File: src/gpp_regs.svh
// Purpose: Register indices, field positions and reset values of the port.
// Assumes: Byte address of a register is four times its index.
// Notes:   Definitions only.
`ifndef GPP_REGS_SVH
`define GPP_REGS_SVH

// Register indices; the printed offsets are not word aligned.
`define GPP_IDX_LATCH   12'h009
`define GPP_IDX_LEVEL   12'h016
`define GPP_IDX_DIR     12'hf23
`define GPP_IDX_PULL    12'hf30
`define GPP_IDX_FSEL    12'hf3d
`define GPP_IDX_DRIVE   12'hf4a

// Index field of the byte address.
`define GPP_IDX_LSB     2
`define GPP_IDX_MSB     13

// Bit positions of the two pins in every register.
`define GPP_BIT_PIN0    0
`define GPP_BIT_PIN1    1

// Reset values of the writable registers.
`define GPP_RST_LATCH   8'h00
`define GPP_RST_DIR     8'h00
`define GPP_RST_PULL    8'h00
`define GPP_RST_FSEL    8'h00
`define GPP_RST_DRIVE   8'h00

`endif

File: src/gpp_pkg.sv
// Purpose: Types shared by the port modules.
// Assumes: Nothing.
// Notes:   Constants live in gpp_regs.svh.
`default_nettype none
package gpp_pkg;

  typedef enum {
    GPP_REG_LATCH,
    GPP_REG_LEVEL,
    GPP_REG_DIR,
    GPP_REG_PULL,
    GPP_REG_FSEL,
    GPP_REG_DRIVE,
    GPP_REG_NONE
  } gpp_reg_t;

endpackage
`default_nettype wire

File: src/gpp_pin_if.sv
// Purpose: Carries pin configuration to the driver and pin state back.
// Assumes: One bit per pin in every vector.
// Notes:   Used only between the top and its pin driver.
`timescale 1ns/1ps
`default_nettype none
interface gpp_pin_if #(
  parameter int NPINS = 2
);
  logic [NPINS-1:0] dir;
  logic [NPINS-1:0] latch;
  logic [NPINS-1:0] fsel;
  logic [NPINS-1:0] odrain;
  logic [NPINS-1:0] pullen;
  logic             tx;
  logic [NPINS-1:0] pin_in;
  logic [NPINS-1:0] pin_out;
  logic [NPINS-1:0] pin_oe;
  logic [NPINS-1:0] pull_on;
  logic [NPINS-1:0] rx;

  modport cfg (output dir, latch, fsel, odrain, pullen, tx, pin_in,
               input pin_out, pin_oe, pull_on, rx);
  modport drv (input dir, latch, fsel, odrain, pullen, tx, pin_in,
               output pin_out, pin_oe, pull_on, rx);
endinterface
`default_nettype wire

File: src/gpp_pin_drv.sv
// Purpose: Registered output stage, pull-up switch and receive path per pin.
// Assumes: Pin levels are synchronous to pclk.
// Notes:   All outputs are flip-flops, one cycle behind the configuration.
`timescale 1ns/1ps
`default_nettype none
module gpp_pin_drv #(
  parameter int NPINS = 2
) (
  input  wire logic pclk,
  input  wire logic presetn,
  gpp_pin_if.drv    p
);

  genvar i;
  generate
    for (i = 0; i < NPINS; i++) begin : g_pin
      logic value;

      // Port latch or the transmit line, chosen per pin.
      assign value = p.fsel[i] ? p.tx : p.latch[i]; // RL4

      always_ff @(posedge pclk or negedge presetn) begin
        if (!presetn) begin
          p.pin_out[i] <= 1'b0;
          p.pin_oe[i]  <= 1'b0;
        end else if (!p.dir[i]) begin
          p.pin_out[i] <= 1'b0; // RL2
          p.pin_oe[i]  <= 1'b0; // RL2
        end else if (p.odrain[i]) begin
          // A one releases the pin; only a zero is sunk.
          p.pin_out[i] <= 1'b0; // RL5
          p.pin_oe[i]  <= ~value; // RL10
        end else begin
          p.pin_out[i] <= value; // RL3
          p.pin_oe[i]  <= 1'b1; // RL5
        end
      end

      always_ff @(posedge pclk or negedge presetn) begin
        if (!presetn) begin
          p.pull_on[i] <= 1'b0;
        end else begin
          p.pull_on[i] <= p.pullen[i] & (~p.dir[i] | p.odrain[i]); // RL7
        end
      end

      // The receiver sees the pin only while it is an input.
      always_ff @(posedge pclk or negedge presetn) begin
        if (!presetn) begin
          p.rx[i] <= 1'b1;
        end else begin
          p.rx[i] <= p.dir[i] ? 1'b1 : p.pin_in[i]; // RL2
        end
      end
    end
  endgenerate

endmodule
`default_nettype wire

File: src/gpp_port.sv
// Purpose: Two-pin port with UART alternate function behind an APB slave.
// Assumes: Pin levels and transmit line are synchronous to pclk.
// Notes:   No wait state: pready rises in the first access cycle.
// Summary of operation
// [RL1] Two pins, direction chosen independently.
// [RL2] Direction 0 input (feeds receiver), 1 output.
// [RL3] Port output drives latch value on pin.
// [RL4] Function select 1 lets transmit drive pin.
// [RL5] Drive type 0 push-pull, 1 open-drain.
// [RL6] Per-pin pull-up enable, reset disconnected.
// [RL7] Pull-up only in input or open-drain.
// [RL8] Level read: pin unless push-pull output.
// [RL9] Software also sets external serial routing.
// [RL10] Open-drain one releases the pin.
`timescale 1ns/1ps
`default_nettype none
`include "gpp_regs.svh"
module gpp_port #(
  parameter int NPINS = 2
) (
  input  wire logic              pclk,
  input  wire logic              presetn,
  input  wire logic              psel,
  input  wire logic              penable,
  input  wire logic              pwrite,
  input  wire logic [15:0]       paddr,
  input  wire logic [31:0]       pwdata,
  output var  logic [31:0]       prdata,
  output var  logic              pready,
  output var  logic              pslverr,
  input  wire logic [NPINS-1:0]  pin_in,
  output var  logic [NPINS-1:0]  pin_out,
  output var  logic [NPINS-1:0]  pin_oe,
  output var  logic [NPINS-1:0]  pullup_on,
  input  wire logic              uart_transmit_output,
  output var  logic [NPINS-1:0]  uart_receive_input
);

  if (NPINS < 1 || NPINS > 8) begin : g_bad_npins
    $error("NPINS must lie between 1 and 8");
  end

  gpp_pin_if #(.NPINS(NPINS)) p ();

  logic [NPINS-1:0] dir;
  logic [NPINS-1:0] latch;
  logic [NPINS-1:0] fsel;
  logic [NPINS-1:0] odrain;
  logic [NPINS-1:0] pullen;
  logic [NPINS-1:0] level;
  logic             setup;
  logic             wr_en;
  gpp_pkg::gpp_reg_t sel;

  // Shared address decode for the read and write paths.
  function automatic gpp_pkg::gpp_reg_t decode(input logic [15:0] a);
    logic [11:0] idx;
    idx = a[`GPP_IDX_MSB:`GPP_IDX_LSB];
    if (a[15:14] != 2'h0 || a[1:0] != 2'h0) begin
      return gpp_pkg::GPP_REG_NONE;
    end
    case (idx)
      `GPP_IDX_LATCH: return gpp_pkg::GPP_REG_LATCH;
      `GPP_IDX_LEVEL: return gpp_pkg::GPP_REG_LEVEL;
      `GPP_IDX_DIR:   return gpp_pkg::GPP_REG_DIR;
      `GPP_IDX_PULL:  return gpp_pkg::GPP_REG_PULL;
      `GPP_IDX_FSEL:  return gpp_pkg::GPP_REG_FSEL;
      `GPP_IDX_DRIVE: return gpp_pkg::GPP_REG_DRIVE;
      default:        return gpp_pkg::GPP_REG_NONE;
    endcase
  endfunction

  assign sel   = decode(paddr);
  assign setup = psel & ~penable;
  assign wr_en = psel & penable & pready & pwrite & ~pslverr;

  // A push-pull output reads back as zero, so the latch is not echoed.
  assign level = pin_in & ~(dir & ~odrain); // RL8

  // Answer is prepared in the setup cycle and shown in the access phase.
  always_ff @(posedge pclk or negedge presetn) begin
    if (!presetn) begin
      pready <= 1'b0;
    end else begin
      pready <= setup;
    end
  end

  always_ff @(posedge pclk or negedge presetn) begin
    if (!presetn) begin
      pslverr <= 1'b0;
    end else begin
      pslverr <= setup && (sel == gpp_pkg::GPP_REG_NONE ||
                 (pwrite && sel == gpp_pkg::GPP_REG_LEVEL));
    end
  end

  always_ff @(posedge pclk or negedge presetn) begin
    if (!presetn) begin
      prdata <= 32'h0000_0000;
    end else if (setup && !pwrite) begin
      prdata <= 32'h0000_0000;
      case (sel)
        gpp_pkg::GPP_REG_LATCH: prdata[NPINS-1:0] <= latch;
        gpp_pkg::GPP_REG_LEVEL: prdata[NPINS-1:0] <= level; // RL8
        gpp_pkg::GPP_REG_DIR:   prdata[NPINS-1:0] <= dir;
        gpp_pkg::GPP_REG_PULL:  prdata[NPINS-1:0] <= pullen;
        gpp_pkg::GPP_REG_FSEL:  prdata[NPINS-1:0] <= fsel;
        gpp_pkg::GPP_REG_DRIVE: prdata[NPINS-1:0] <= odrain;
        default:                prdata <= 32'h0000_0000;
      endcase
    end
  end

  // The direction register is written as a whole; each bit sets the direction of one pin.
  always_ff @(posedge pclk or negedge presetn) begin
    if (!presetn) begin
      dir <= NPINS'(`GPP_RST_DIR); // RL2
    end else if (wr_en && sel == gpp_pkg::GPP_REG_DIR) begin
      dir <= pwdata[NPINS-1:0]; // RL1
    end
  end

  always_ff @(posedge pclk or negedge presetn) begin
    if (!presetn) begin
      latch <= NPINS'(`GPP_RST_LATCH); // RL3
    end else if (wr_en && sel == gpp_pkg::GPP_REG_LATCH) begin
      latch <= pwdata[NPINS-1:0];
    end
  end

  always_ff @(posedge pclk or negedge presetn) begin
    if (!presetn) begin
      fsel <= NPINS'(`GPP_RST_FSEL); // RL4
    end else if (wr_en && sel == gpp_pkg::GPP_REG_FSEL) begin
      fsel <= pwdata[NPINS-1:0];
    end
  end

  always_ff @(posedge pclk or negedge presetn) begin
    if (!presetn) begin
      odrain <= NPINS'(`GPP_RST_DRIVE); // RL5
    end else if (wr_en && sel == gpp_pkg::GPP_REG_DRIVE) begin
      odrain <= pwdata[NPINS-1:0];
    end
  end

  always_ff @(posedge pclk or negedge presetn) begin
    if (!presetn) begin
      pullen <= NPINS'(`GPP_RST_PULL); // RL6
    end else if (wr_en && sel == gpp_pkg::GPP_REG_PULL) begin
      pullen <= pwdata[NPINS-1:0];
    end
  end

  // The routing of the UART to these pins is set elsewhere; this block
  // only offers the pins. // RL9
  assign p.dir    = dir;
  assign p.latch  = latch;
  assign p.fsel   = fsel;
  assign p.odrain = odrain;
  assign p.pullen = pullen;
  assign p.tx     = uart_transmit_output;
  assign p.pin_in = pin_in;

  gpp_pin_drv #(.NPINS(NPINS)) u_drv (
    .pclk    (pclk),
    .presetn (presetn),
    .p       (p.drv)
  );

  assign pin_out            = p.pin_out;
  assign pin_oe             = p.pin_oe;
  assign pullup_on          = p.pull_on;
  assign uart_receive_input = p.rx;
endmodule
`default_nettype wire

File: config.mk
export PLATFORM = sky130hd
export DESIGN_NAME = gpp_port
export DESIGN_NICKNAME = d
export VERILOG_FILES = /design/src/gpp_pkg.sv /design/src/gpp_pin_if.sv /design/src/gpp_pin_drv.sv /design/src/gpp_port.sv
export VERILOG_INCLUDE_DIRS = /design/src
export SDC_FILE = /design/constraint.sdc
export NUM_CORES = 1
export LEC_CHECK = 0
export BUFFER_PORTS_ARGS = -buffer_cell sky130_fd_sc_hd__buf_2
export CAP_MARGIN = 0
export CORE_MARGIN = 5
export CORE_UTILIZATION = 45
export CTS_CLUSTER_SIZE = 14
export DETAILED_ROUTE_END_ITERATION = 16
export HOLD_SLACK_MARGIN = 0.02
export PLACE_DENSITY = 0.87
export SLEW_MARGIN = 20
export SYNTH_ARGS = -nofsm -noshare
export SYNTH_HDL_FRONTEND = slang
export SYNTH_SLANG_ARGS = --single-unit
export TNS_END_PERCENT = 30
File: constraint.sdc
create_clock -name pclk -period 3.48 [get_ports pclk]
set_input_delay 0.522 -clock pclk [delete_from_list [all_inputs] [get_ports pclk]]
set_output_delay 0.522 -clock pclk [all_outputs]
set_load 0.01 [all_outputs]
# ---- After elaboration in Yosys (flattened, before gate mapping)
# Index checks and enable logic that the tools add are counted.
dict set report classes {
  eq_ne 17
  n_mux 17
  n_bitwise 19
  n_reduce_logical 15
}
# op count
set ops {}
lappend ops {{== test 32 x 3 -> 1 bit, second input constant} 4}
lappend ops {{== test 32 x 2 -> 1 bit, second input constant} 3}
lappend ops {{== test 32 x 4 -> 1 bit, second input constant} 3}
lappend ops {{zero test 32 bit} 2}
lappend ops {{== test 12 bit, second input constant} 4}
lappend ops {{== test 32 x 1 -> 1 bit, second input constant} 1}
lappend ops {{two-way mux 32 bit} 1}
lappend ops {{case mux 3 bit (6 select lines)} 1}
lappend ops {{two-way mux 1 bit} 13}
lappend ops {{== test 12 x 4 -> 1 bit, second input constant} 1}
lappend ops {{== test 12 x 5 -> 1 bit, second input constant} 1}
lappend ops {{case mux 2 bit (6 select lines)} 1}
lappend ops {{logical AND 1 bit} 8}
lappend ops {{AND 1 bit} 7}
lappend ops {{inverter 1 bit} 6}
lappend ops {{AND 2 bit} 2}
lappend ops {{inverter 2 bit} 2}
lappend ops {{nonzero test 2 bit} 2}
lappend ops {{two-way mux 3 bit} 1}
lappend ops {{logical OR 1 bit} 2}
lappend ops {{bitwise OR 1 bit} 2}
lappend ops {{zero test 1 bit} 1}
dict set report totals {
  register_bits 22
  inputBits 56
  output_inout_bits 42
  elab_cells 84
}

# ---- Logic depth before layout (Yosys ltp)
# Gate-level depths: netlist (run 1).
dict set report logic_depth {
  depth_word 8
  mapped_depth 7
  ltp_nobuf 6
}

# ---- Hierarchy
# Synthesis (run 1) repeated with hierarchy kept, for this count alone.
dict set report unflattened {
  cells_unflattened 143
  hier_area_um2 1497.7
}
# module n_inst cells_per_inst area_each_um2 seq_area_each_um2
set modules_own_cells {}
lappend modules_own_cells {gpp_port 1 123 1184.9 350.3}
lappend modules_own_cells {gpp_pin_drv 1 20 312.8 202.7}

# ---- Least setup slack after synthesis (run 1)
# OpenSTA, ideal clock, no wires.
dict set report synth_timing {
  path_kind {in2reg}
  startpoint {input paddr[2]}
  endpoint {register fsel[0]}
  setup_time_ns 0.125
  arrival_ns 1.820
  required_time_ns 3.355
  slack_ns 1.536
  stages 7
  path_buffers 1
  path_cell_list {clkbuf_2 nor3b_1 o2111ai_2 nand2_1 and3b_1 nand2_1 mux2_2}
}
dict set report synth_via {
  elab_chain_len 5
  elab_cells_between_ends 10
  cone_classes {7 x eq/ne; 2 x mux; 1 x reduce/logical}
}
# item line_no
set synth_lines {}
lappend synth_lines {{from (decl)} gpp_port.sv:26} ;# input wire logic [15:0] paddr,
lappend synth_lines {{== test 12 bit, or another cell as far along} gpp_port.sv:62} ;# case (idx)
lappend synth_lines {{case mux 3 bit (6 select lines) *} gpp_port.sv:62}
lappend synth_lines {{two-way mux 32 bit *} gpp_port.sv:62}
lappend synth_lines {{== test 32 x 4 -> 1 bit *} gpp_port.sv:135} ;# end else if (wr_en && sel == gpp_pkg::GPP_REG_FSEL) begin
lappend synth_lines {{logical AND 1 bit *} gpp_port.sv:135}
lappend synth_lines {{to (signal assigned)} gpp_port.sv:134} ;# fsel <= NPINS'(`GPP_RST_FSEL);
lappend synth_lines {{to (signal assigned)} gpp_port.sv:136} ;# fsel <= pwdata[NPINS-1:0];
lappend synth_lines {{to (decl)} gpp_port.sv:47} ;# logic [NPINS-1:0] fsel;
# Every way passes the cells marked *; elsewhere a longest branch is shown, timed or not.
# A chain may end at the register's enable or synchronous reset.

# ---- Final worst setup path (run 1)
dict set report layout_timing {
  startpoint {input paddr[15]}
  endpoint {register prdata[0]}
}
dict set report layout_via {
  elab_chain_len 6
  elab_cells_between_ends 12
  cone_classes {5 x eq/ne; 4 x mux; 3 x reduce/logical}
}
# item line_no
set layout_lines {}
lappend layout_lines {{nonzero test 2 bit *} gpp_port.sv:59} ;# if (a[15:14] != 2'h0 || a[1:0] != 2'h0) begin
lappend layout_lines {{logical OR 1 bit *} gpp_port.sv:59}
lappend layout_lines {{two-way mux 1 bit / two-way mux 3 bit (equally long branches)} gpp_port.sv:59}
lappend layout_lines {{two-way mux 32 bit *} gpp_port.sv:62}
lappend layout_lines {{== test 32 x 3 -> 1 bit, or another cell as far along} gpp_port.sv:103} ;# case (sel)
lappend layout_lines {{case mux 2 bit (6 select lines) *} gpp_port.sv:103}
lappend layout_lines {{to (signal, indexed assignment)} gpp_port.sv:104} ;# gpp_pkg::GPP_REG_LATCH: prdata[NPINS-1:0] <= latch;
lappend layout_lines {{to (signal, indexed assignment)} gpp_port.sv:105} ;# gpp_pkg::GPP_REG_LEVEL: prdata[NPINS-1:0] <= level;
lappend layout_lines {{to (signal, indexed assignment)} gpp_port.sv:106} ;# gpp_pkg::GPP_REG_DIR: prdata[NPINS-1:0] <= dir;
lappend layout_lines {{to (decl)} gpp_port.sv:28} ;# output var logic [31:0] prdata,
# Marks and branches as above.

==> results.txt, run 1 <==
----------------------------------------------------
[Timing]
  Number of pins with negative max-slew slack in the final report ... 0
  Setup repair after global routing missed its margin ... no
  Hold slack ... 0.155 ns
  Final Critical Period ... 1.95 ns
  Clock skew ... 0.00379 ns
  Final Hold Fails ... 0
  Count of endpoints failing setup in the final report ... 0
  Setup Total Neg Slack ... 0 ns
  Fmax ... 514 MHz
  Period utilization ... 0.559

[Synth]
  Post-synth EDFFs ... 0
  Area share of the leading cell type in the synthesized netlist ... 0.333
  Share of synthesized area occupied by flip-flops and latches ... 0.368
  Post-synthesis sequential element count ... 22
  Count of yosys warnings during synthesis ... 0
  Mean instance size in the synthesized netlist ... 10.2 sq um
  Post-synthesis instance total ... 147
  Proportion of register bits with asynchronous set or reset after synthesis ... 1.00
  Library cell with the highest instance count after synthesis ... sky130_fd_sc_hd__buf_4
  Yosys top cell by area ... sky130_fd_sc_hd__dfrtp_1
  Cell types with the largest area share after synthesis ... sky130_fd_sc_hd__dfrtp_1 33%, sky130_fd_sc_hd__buf_4 15%, sky130_fd_sc_hd__mux2_2 9.0%, sky130_fd_sc_hd__dfstp_2 3.5%, sky130_fd_sc_hd__mux2i_1 2.7%
  Post-synth top flop ... sky130_fd_sc_hd__dfrtp_1
  List of most frequent post-synthesis cells ... 30 x sky130_fd_sc_hd__buf_4, 20 x sky130_fd_sc_hd__dfrtp_1, 12 x sky130_fd_sc_hd__mux2_2
  Number of different library cells in the post-synthesis netlist ... 47
  Post-synthesis instance area ... 1500 sq um

[CTS]
  Hold-fix buffer count after cts ... 0
  CTS tree ... yes
  H-Tree Depth ... 1
  Clock input transition at the sequential cells of the worst setup and hold paths ... 0.11 ns
  TritonCTS Buffers ... 3
  Post-cts repair resize count ... 0
  Clock sink total ... 22
  Post-CTS setup buffer count ... 0
  Maximum number of buffers from clock root to sink ... 2
  Worst skew pair latency ... 0.30 ns
  Root buffer selected by CTS ... sky130_fd_sc_hd__clkbuf_4

[Floorplanning]
  Die width ... 67.8 um
  Total number of placement rows ... 21
  Height of the die ... 67.8 um
  Top-level I/O count ... 98
  Std-Cell Core Area ... 3280 sq um
  Starting utilization of the core area ... 0.458
  Die area ... 4600 sq um

[Min path]
  Hold/Removal Path Class ... in -> async

[Routing]
  Count of TritonRoute iterations in the first routing pass ... 4
  Number of violations reported at the end of detailed-routing iteration 0 ... 34
  Routed via count divided by cell count ... 4.91
  Post-route DRC violation count ... 0
  Per-cell routed wire length ... 13.1 um
  Sum of routed wire length over all layers ... 3020 um
  Via count ... 1129
  Antenna violation net count after detailed routing ... 0

[Global routing]
  Antenna violations before repair ... 0
  Gr ovfl total ... 0
  Wire length of the first global-routing pass ... 4510 um
  Global-route usage over all layers ... 0.133
  Largest net degree at the start of global routing ... 23
  Number of global-route vias before repair ... 934

[Critical path]
  Critical-path maximum fanout ... 5
  Kind of end point of the critical path ... flop
  Setup CP Type ... in -> reg
  Critical path launch point type ... primary input
  Crit path arrival time ... 2.17 ns
  Critical path data required time ... 3.70 ns

[Layout]
  Diodes inserted ... 0
  Post-Route Utilization ... 0.501
  Share of post-route cells with drive strength above 1 ... 0.353
  Layout-stage area growth over the synthesis result ... 9.48%
  Final-stage net count ... 241

[Placement]
  Port bufs ... 37
  HPWL after DPL ... 2390 um
  Gpl congestion ... 0.841

[Power and ir drop]
  Worst vdd rail ir drop ... 163 uV
  P per Cell Area ... 279 nW/um^2
  Lkg Pwr ... 0.000789 uW

[Outcome]
  Status ... completed

[Flow run]
  Number of max-cap violations ... 0

----------------------------------------------------
## worst max-delay path, cell delays in order
cell and delay [ns]:
sky130_fd_sc_hd__buf_2 0.11, sky130_fd_sc_hd__nor4_2 0.47, sky130_fd_sc_hd__and4_1 0.33, sky130_fd_sc_hd__and2_1 0.16
sky130_fd_sc_hd__or2_0 0.12, sky130_fd_sc_hd__o221ai_1 0.18, sky130_fd_sc_hd__a41oi_2 0.27
## final timing paths
check                                from                 to  slack (ns)  cells past startpoint
worst max-delay path            paddr[15]          prdata[0]        1.53                      7
worst min-delay path              presetn             dir[1]        0.15                      1
worst max register to register     pready            fsel[1]        2.06                      5
worst min register to register  odrain[1]  u_drv.p.pin_oe[1]        0.52                      1
max in group asynchronous         presetn      u_drv.p.rx[0]        2.98                      1
min in group pclk               pin_in[0]      u_drv.p.rx[0]        0.42                      2
## layout make-up
| type | count | area (sq um) |
|---|---|---|
| repair buffers | 37 | 185 |
| multi-input cells | 120 | 811 |
| clock buffers | 4 | 36.3 |
| well taps | 46 | 57.6 |
| fillers | 336 | 1640 |
| inverters | 1 | 3.75 |
| flip-flops and latches | 22 | 553 |
## through the flow
step / area [sq um] / setup WS, ns / std cells / total power [uW]
2_1_floorplan: 1610 / 1.54 / 176 / 324
3_3_place_gp: 1610 / 1.29 / 226 / 326
3_5_place_dp: 1610 / 1.27 / 226 / 327
4_1_cts: 1650 / 1.53 / 230 / 461
5_1_grt: 1650 / 1.42 / 230 / 483
6_report: 1650 / 1.53 / 230 / 459
## placed cells by master (no fill, tap or decap), types with 4 or more instances in the layout
master                     n
sky130_fd_sc_hd__mux2i_1   4
sky130_fd_sc_hd__nor2b_1   5
sky130_fd_sc_hd__dfrtp_1  20
sky130_fd_sc_hd__nor2_1    7
sky130_fd_sc_hd__nand2_1   6
sky130_fd_sc_hd__nand3_1   5
sky130_fd_sc_hd__nand4_1   5
sky130_fd_sc_hd__mux2_2   12
sky130_fd_sc_hd__buf_2    37
sky130_fd_sc_hd__conb_1   30
sky130_fd_sc_hd__and2_1    4
## routing by layer
metal / wire [um] / vias to the layer above / global-route usage
met2: 1550 / 44 / 0.222
met4: 6 / 0 / 0.0372
li1: - / 551 / -
met5: 0 / - / 0
met1: 1230 / 532 / 0.172
met3: 230 / 2 / 0.0296
## cell families (layout without fill, tap and decap cells)
family,after synthesis,after routing,share of synthesized area
AND/OR/NAND/NOR,55,55,0.235
multiplexers,16,16,0.116
AO/OA/AOI/OAI,19,19,0.113
other,1,30,0.00249
buffers and inverters,34,42,0.166
flip-flops,22,22,0.368
## power breakdown
group          internal, uW  switching, uW  leakage, uW
clock                  63.9           71.2    0.0000210
combinational          20.2           44.0     0.000470
sequential              259          0.920     0.000298
## flip-flops by register name, summed over array words and instances (netlist names)
name,cells
dir,2
fsel,2
latch,2
odrain,2
p.pullen,2
prdata,2
u_drv.p.pin_oe,2
u_drv.p.pin_out,2
u_drv.p.pull_on,2
u_drv.p.rx,2
pready,1
pslverr,1
Note: power is estimated with default switching activity, not from simulation.
==> run 2, diff against run 1 <==
ABC_AREA = 1   (was not set)
CORE_UTILIZATION = 43   (was 45)
PLACE_DENSITY = 0.82   (was 0.87)
clock period = 1.8 ns   (was 3.48 ns; I/O delays follow)
==> run 2 against run 1 <==
Net effect: critical path depth decreased by 1; cell count up 34%; sequential cell count stayed put; register-to-register slack worse by 1.7 ns; routed wire length grew 2.0%; first-iteration DRC count rose by 140%; via count is 25% higher; non-clock buffer count is 1 higher; sequential power increased by 91%; sequential share of layout area down 2.9 points; area after synthesis increased by 5.7%; combinational power rose by 93%; critical endpoint is now fsel[1]; largest cell class unchanged; highest routed layer unchanged.
==> results.txt, run 2 <==
----------------------------------------------------
[Critical path]
  Setup CP Type ... reg -> reg (was in -> reg)
  Critical path launch point type ... flop (was primary input)
  Crit path arrival time ... 1.61 ns (was 2.17 ns)
  Critical path data required time ... 1.95 ns (was 3.70 ns)
  Cell family contributing the most delay on the critical path ... simple AND/OR/NAND/NOR gates (unchanged)
  CP Cell Sequence ... nand3_1, nor3_1, inv_1, or2_4, nand2_1, o21ai_2 (was buf_2, nor4_2, and4_1, and2_1, or2_0, o221ai_1, a41oi_2)
  Critical-path top delay cell ... sky130_fd_sc_hd__dfrtp_1 (was sky130_fd_sc_hd__nor4_2)
  Crit path largest cell delay ... 0.34 ns (was 0.47 ns)
  Critical-path maximum fanout ... 4 (was 5)
  Bufs and invs on worst path ... 1 (unchanged)
  Kind of end point of the critical path ... flop (unchanged)

[Layout]
  Diodes inserted ... 0 (unchanged)
  Layout-stage area growth over the synthesis result ... 13.2% (was 9.48%)
  Most frequent cells in the layout ... 48 x sky130_fd_sc_hd__nand2_1, 37 x sky130_fd_sc_hd__buf_2, 31 x sky130_fd_sc_hd__inv_1 (was 37 x sky130_fd_sc_hd__buf_2, 30 x sky130_fd_sc_hd__conb_1, 20 x sky130_fd_sc_hd__dfrtp_1)
  Share of post-route cells with drive strength above 1 ... 0.272 (was 0.353)
  Most common library cell in the layout ignoring fill and taps ... sky130_fd_sc_hd__nand2_1 (was sky130_fd_sc_hd__buf_2)
  Final-stage net count ... 318 (was 241)

[Synth]
  Area share of the leading cell type in the synthesized netlist ... 0.315 (was 0.333)
  Yosys top cell by area ... sky130_fd_sc_hd__dfrtp_1 (unchanged)
  Mean instance size in the synthesized netlist ... 7.23 sq um (was 10.2 sq um)
  Post-synthesis instance total ... 220 (was 147)
  Post-synthesis sequential element count ... 22 (unchanged)
  Count of yosys warnings during synthesis ... 0 (unchanged)
  Library cell with the highest instance count after synthesis ... sky130_fd_sc_hd__nand2_1 (was sky130_fd_sc_hd__buf_4)
  Number of different library cells in the post-synthesis netlist ... 25 (was 47)
  Post-synthesis instance area ... 1590 sq um (was 1500 sq um)
  Share of synthesized area occupied by flip-flops and latches ... 0.348 (was 0.368)
  List of most frequent post-synthesis cells ... 48 x sky130_fd_sc_hd__nand2_1, 31 x sky130_fd_sc_hd__inv_1, 30 x sky130_fd_sc_hd__buf_4 (was 30 x sky130_fd_sc_hd__buf_4, 20 x sky130_fd_sc_hd__dfrtp_1, 12 x sky130_fd_sc_hd__mux2_2)
  Post-synth top flop ... sky130_fd_sc_hd__dfrtp_1 (unchanged)
  Cell types with the largest area share after synthesis ... sky130_fd_sc_hd__dfrtp_1 31%, sky130_fd_sc_hd__buf_4 14%, sky130_fd_sc_hd__nand2_1 11%, sky130_fd_sc_hd__inv_1 7.3%, sky130_fd_sc_hd__nor2_1 5.9% (was sky130_fd_sc_hd__dfrtp_1 33%, sky130_fd_sc_hd__buf_4 15%, sky130_fd_sc_hd__mux2_2 9.0%, sky130_fd_sc_hd__dfstp_2 3.5%, sky130_fd_sc_hd__mux2i_1 2.7%)
  Proportion of register bits with asynchronous set or reset after synthesis ... 1.00 (unchanged)
  Post-synth EDFFs ... 0 (unchanged)

[Routing]
  Post-route DRC violation count ... 0 (unchanged)
  Per-cell routed wire length ... 9.96 um (was 13.1 um)
  Via count ... 1408 (was 1129)
  Routed via count divided by cell count ... 4.56 (was 4.91)
  Sum of routed wire length over all layers ... 3080 um (was 3020 um)
  Number of violations reported at the end of detailed-routing iteration 0 ... 83 (was 34)
  Count of TritonRoute iterations in the first routing pass ... 4 (unchanged)
  Antenna violation net count after detailed routing ... 0 (unchanged)

[Min path]
  Hold/Removal Path Class ... in -> reg (was in -> async)

[Floorplanning]
  Top-level I/O count ... 98 (unchanged)
  Die width ... 70.8 um (was 67.8 um)
  Die area ... 5010 sq um (was 4600 sq um)
  Starting utilization of the core area ... 0.438 (was 0.458)
  Height of the die ... 70.8 um (was 67.8 um)
  Total number of placement rows ... 22 (was 21)
  Std-Cell Core Area ... 3630 sq um (was 3280 sq um)

[Global routing]
  Gr ovfl total ... 0 (unchanged)
  Antenna violations before repair ... 0 (unchanged)
  Met2 track demand over resource in global routing ... 0.217 (was 0.222)
  Largest net degree at the start of global routing ... 23 (unchanged)
  Wire length of the first global-routing pass ... 4970 um (was 4510 um)
  M1 GR Usage ... 0.140 (was 0.172)
  Number of global-route vias before repair ... 1262 (was 934)
  Global-route usage over all layers ... 0.118 (was 0.133)
  Global routing usage on met3 ... 0.0142 (was 0.0296)
  GR peak layer ... met2 (unchanged)

[CTS]
  Post-CTS setup buffer count ... 0 (unchanged)
  Root buffer selected by CTS ... sky130_fd_sc_hd__clkbuf_8 (was sky130_fd_sc_hd__clkbuf_4)
  Post-cts repair resize count ... 0 (unchanged)
  TritonCTS Buffers ... 3 (unchanged)
  Hold-fix buffer count after cts ... 1 (was 0)
  Worst skew pair latency ... 0.26 ns (was 0.30 ns)
  H-Tree Depth ... 1 (unchanged)
  Clock sink total ... 22 (unchanged)
  Clock input transition at the sequential cells of the worst setup and hold paths ... 0.07 ns (was 0.11 ns)
  CTS tree ... yes (unchanged)
  Maximum number of buffers from clock root to sink ... 2 (unchanged)

[Timing]
  Period utilization ... 0.808
  Count of endpoints failing setup in the final report ... 0 (unchanged)
  Fmax ... 687 MHz
  Setup Total Neg Slack ... 0 ns (unchanged)
  Setup repair after global routing missed its margin ... no (unchanged)
  Final Critical Period ... 1.45 ns
  Number of pins with negative max-slew slack in the final report ... 0 (unchanged)
  Hold slack ... 0.199 ns (was 0.155 ns)
  Clock skew ... 0.000824 ns (was 0.00379 ns)
  Final Hold Fails ... 0 (unchanged)

[Outcome]
  Status ... completed (unchanged)

[Flow run]
  Number of max-cap violations ... 0 (unchanged)

[Placement]
  Gpl congestion ... 0.848 (was 0.841)
  HPWL after DPL ... 2550 um (was 2390 um)
  Port bufs ... 37 (unchanged)

[Power and ir drop]
  Worst vdd rail ir drop ... 348 uV (was 163 uV)
  P per Cell Area ... 594 nW/um^2 (was 279 nW/um^2)
  Lkg Pwr ... 0.00102 uW (was 0.000789 uW)

----------------------------------------------------
[run 2: changes by cell type after synthesis, sizes merged, moves of 4 or more]
| cell | change |
|---|---|
| a21boi | -4 |
| and2 | -4 |
| inv | +36 |
| mux2 | -12 |
| mux2i | -4 |
| nand2 | +47 |
| nand3 | +10 |
| nand4 | +4 |
| nor2 | +22 |
| nor2b | -5 |
| o21ai | +13 |
[run 2: cells by family (layout without fill, tap and decap cells)]
| kind of cell | Yosys count | in the layout | share of synthesized area |
|---|---|---|---|
| and+or+nand+nor | 112 | 112 | 0.358 |
| AOI/OAI and AO/OA | 18 | 18 | 0.0629 |
| buffers and inverters | 67 | 79 | 0.229 |
| DFF | 22 | 22 | 0.348 |
| other | 1 | 30 | 0.00236 |
[run 2: report_power, final]
part,switching [uW],internal [uW]
Sequential,0.977,496
Clock,151,297
Combinational,87.0,36.8
[run 2: cell type report]
type                       instances  area, sq um
clock inverter                     1         30.0
fill                             349         1830
inverter                          37          139
tap                               48         60.1
clock buffer                       3         41.3
timing repair buffer              38          195
multi-input combinational        160          782
sequential                        22          553
[run 2: layer usage]
layer / part of all wire / up-vias
li1: - / 709
met1: 0.39 / 641
met2: 0.52 / 52
met3: 0.077 / 6
met4: 0.017 / 0
met5: 0 / -
[run 2: path summary, 6_finish.rpt]
path	endpoint	start	cells after the start	slack (ns)
max in group asynchronous	u_drv.p.rx[0]	presetn	2	0.97
min in group asynchronous	u_drv.p.pin_out[1]	presetn	2	0.49
worst max register to register	fsel[1]	pready	6	0.35
worst max-delay path	fsel[1]	pready	6	0.35
worst min register to register	prdata[0]	prdata[0]	2	0.50
worst min-delay path	pready	penable	2	0.20
[run 2: worst reg2reg max path, delay by kind of cell, from the launching register on]
family	cells	cell delay (ns)
AOI/OAI and AO/OA	1	0.05
DFF	1	0.34
and+or+nand+nor	4	0.79
buffers and inverters	1	0.17
[run 2: per-stage QoR]
step           power (uW)  utilization  std cells  area [sq um]  setup slack (ns)
2_1_floorplan         625            -        249          1700             0.445
3_3_place_gp          626        0.473        304          1720             0.202
3_5_place_dp          628        0.473        304          1720             0.156
4_1_cts              1080        0.496        309          1800             0.344
5_1_grt              1120        0.496        309          1800             0.224
6_report             1070        0.496        309          1800             0.345
==> run 3, diff against run 2 <==
clock period = 1.5 ns   (was 1.8 ns; I/O delays follow)
==> run 3 against run 2 <==
Net effect: hold slack worse by 0.050 ns; core utilization up 0.83 points; routed wire length grew 4.2%; sequential power rose by 20%; clock-buffer cell count unchanged; total power rose by 22%; register-to-register slack worse by 0.19 ns; via count increased by 0.99%; global-route usage is 0.68 points higher; clock skew grew 0.0014 ns; largest cell class unchanged; clock power rose by 23%.
==> results.txt, run 3 (same netlist as run 2, synthesis figures left out) <==
----------------------------------------------------
[Critical path]
  Cell family contributing the most delay on the critical path ... simple AND/OR/NAND/NOR gates (unchanged)
  Bufs and invs on worst path ... 1 (unchanged)
  Critical-path top delay cell ... sky130_fd_sc_hd__dfrtp_1 (unchanged)
  Crit path arrival time ... 1.51 ns (was 1.61 ns)
  Kind of end point of the critical path ... flop (unchanged)
  Worst R2R Setup Slack ... 0.15 ns (was 0.35 ns)
  Critical path data required time ... 1.66 ns (was 1.95 ns)
  Setup CP Type ... reg -> reg (unchanged)
  CP Cell Sequence ... nand3_1, nor3_1, inv_1, or2_4, nand2_1, o21ai_2 (unchanged)
  Crit path largest cell delay ... 0.35 ns (was 0.34 ns)
  Critical path launch point type ... flop (unchanged)
  Critical-path maximum fanout ... 4 (unchanged)
  Setup crit start ... pready (unchanged)
  Path depth of the worst reg2reg path ... 6 (unchanged)
  Startpoint of the worst-slack reg-to-reg timing path ... pready (unchanged)
  Worst flop-to-flop path endpoint ... fsel[0] (was fsel[1])

[CTS]
  Worst skew pair latency ... 0.26 ns (about the same)
  Clock input transition at the sequential cells of the worst setup and hold paths ... 0.08 ns (was 0.07 ns)
  Root buffer selected by CTS ... sky130_fd_sc_hd__clkbuf_8 (unchanged)
  H-Tree Depth ... 1 (unchanged)
  Clock sink total ... 22 (unchanged)
  Post-cts repair resize count ... 0 (unchanged)
  TritonCTS Buffers ... 3 (unchanged)
  Maximum number of buffers from clock root to sink ... 2 (unchanged)
  CTS tree ... yes (unchanged)

[Layout]
  Layout-stage area growth over the synthesis result ... 15.1% (was 13.2%)
  Most frequent cells in the layout ... 48 x sky130_fd_sc_hd__nand2_1, 37 x sky130_fd_sc_hd__buf_2, 31 x sky130_fd_sc_hd__inv_1 (unchanged)
  Share of post-route cells with drive strength above 1 ... 0.283 (was 0.272)
  Final-stage net count ... 322 (was 318)
  Diodes inserted ... 0 (unchanged)
  Most common library cell in the layout ignoring fill and taps ... sky130_fd_sc_hd__nand2_1 (unchanged)
  Final cell area excluding filler cells ... 1830 sq um (was 1800 sq um)

[Placement]
  Placed standard-cell area ... 1750 sq um (was 1720 sq um)
  HPWL after DPL ... 2610 um (was 2550 um)
  Port bufs ... 37 (unchanged)
  Post-Place Setup Slack ... -0.0525 ns (was 0.156 ns)
  Gpl congestion ... 0.835 (was 0.848)

[Global routing]
  Largest net degree at the start of global routing ... 23 (unchanged)
  Antenna violations before repair ... 0 (unchanged)
  Wire length of the first global-routing pass ... 5200 um (was 4970 um)
  Number of global-route vias before repair ... 1286 (was 1262)
  Global-route usage over all layers ... 0.124 (was 0.118)
  Gr ovfl total ... 0 (unchanged)

[Timing]
  Worst path setup slack after routing ... 0.154 ns (was 0.345 ns)
  Fmax ... 743 MHz (was 687 MHz)
  Period utilization ... 0.897 (was 0.808)
  Setup Total Neg Slack ... 0 ns (unchanged)
  Hold slack ... 0.149 ns (was 0.199 ns)
  Final Hold Fails ... 0 (unchanged)
  Count of endpoints failing setup in the final report ... 0 (unchanged)
  Final Critical Period ... 1.35 ns (was 1.45 ns)
  Clock skew ... 0.00224 ns (was 0.000824 ns)
  Setup repair after global routing missed its margin ... no (unchanged)
  Number of pins with negative max-slew slack in the final report ... 0 (unchanged)

[Min path]
  Worst hold path cell count ... 2 (unchanged)
  Critical hold path startpoint ... penable (unchanged)
  WHS Endpoint ... pready (unchanged)
  Hold/Removal Path Class ... in -> reg (unchanged)

[Routing]
  Count of TritonRoute iterations in the first routing pass ... 5 (was 4)
  Number of violations reported at the end of detailed-routing iteration 0 ... 54 (was 83)
  Post-route DRC violation count ... 0 (unchanged)
  Routed via count divided by cell count ... 4.54 (was 4.56)
  Via count ... 1422 (was 1408)
  Sum of routed wire length over all layers ... 3210 um (was 3080 um)
  Per-cell routed wire length ... 10.2 um (was 9.96 um)
  Antenna violation net count after detailed routing ... 0 (unchanged)

[Power and ir drop]
  Worst vdd rail ir drop ... 294 uV (was 348 uV)
  Lkg Pwr ... 0.00104 uW (was 0.00102 uW)
  P per Cell Area ... 710 nW/um^2 (was 594 nW/um^2)

[Floorplanning]
  Top-level I/O count ... 98 (unchanged)
  Die area ... 5010 sq um (unchanged)
  Die width ... 70.8 um (unchanged)
  Starting utilization of the core area ... 0.438 (unchanged)
  Std-Cell Core Area ... 3630 sq um (unchanged)
  Height of the die ... 70.8 um (unchanged)
  Total number of placement rows ... 22 (unchanged)

[Outcome]
  Status ... completed (unchanged)

[Flow run]
  Number of max-cap violations ... 0 (unchanged)

----------------------------------------------------
[run 3: cell count changes in the layout (fill, tap and decap cells not counted), sizes merged]
cell and change:
buf +4
[run 3: worst max-delay path by stage]
| stage | end | slack (ns) | depth (start not counted) |
|---|---|---|---|
| global placement | dir[0] | -0.01 | 11 |
| global route | fsel[1] | 0.02 | 6 |
| detailed placement | dir[1] | -0.05 | 11 |
| floorplan | fsel[0] | 0.19 | 9 |
| CTS | fsel[0] | 0.14 | 6 |
| finish | fsel[0] | 0.15 | 6 |
[run 3: through the flow]
step	power, uW	std cells	util
after floorplan	750	249	-
after global placement	754	308	0.481
after detailed placement	757	308	0.481
after CTS	1300	313	0.504
after global routing	1360	313	0.504
final	1300	313	0.504
[run 3: final cells by class]
type	count	area, sq um
Timing Repair Buffer	42	225
Multi-Input combinational cell	160	782
Tap cell	48	60.1
Fill cell	365	1800
Inverter	37	139
Clock buffer	3	41.3
Clock inverter	1	30.0
Sequential cell	22	553
[run 3: what timing repair did]
item	CTS	global route
hold buffers	1	0
endpoints found under the hold margin	20	0
buffers inserted	0	0
endpoints found under the setup margin	0	0
[run 3: routing by layer]
| metal | share of wire | vias to the layer above | GRT usage |
|---|---|---|---|
| met3 | 0.073 | 7 | 0.0170 |
| met2 | 0.50 | 49 | 0.218 |
| met5 | 0 | - | 0 |
| met1 | 0.40 | 648 | 0.154 |
| li1 | - | 718 | - |
| met4 | 0.018 | 0 | 0.0480 |
[run 3: report_power, final]
part | internal, uW | leakage, uW | switching (uW)
Clock | 356 | 0.0000357 | 195
Sequential | 595 | 0.000267 | 1.24
Combinational | 46.3 | 0.000733 | 106
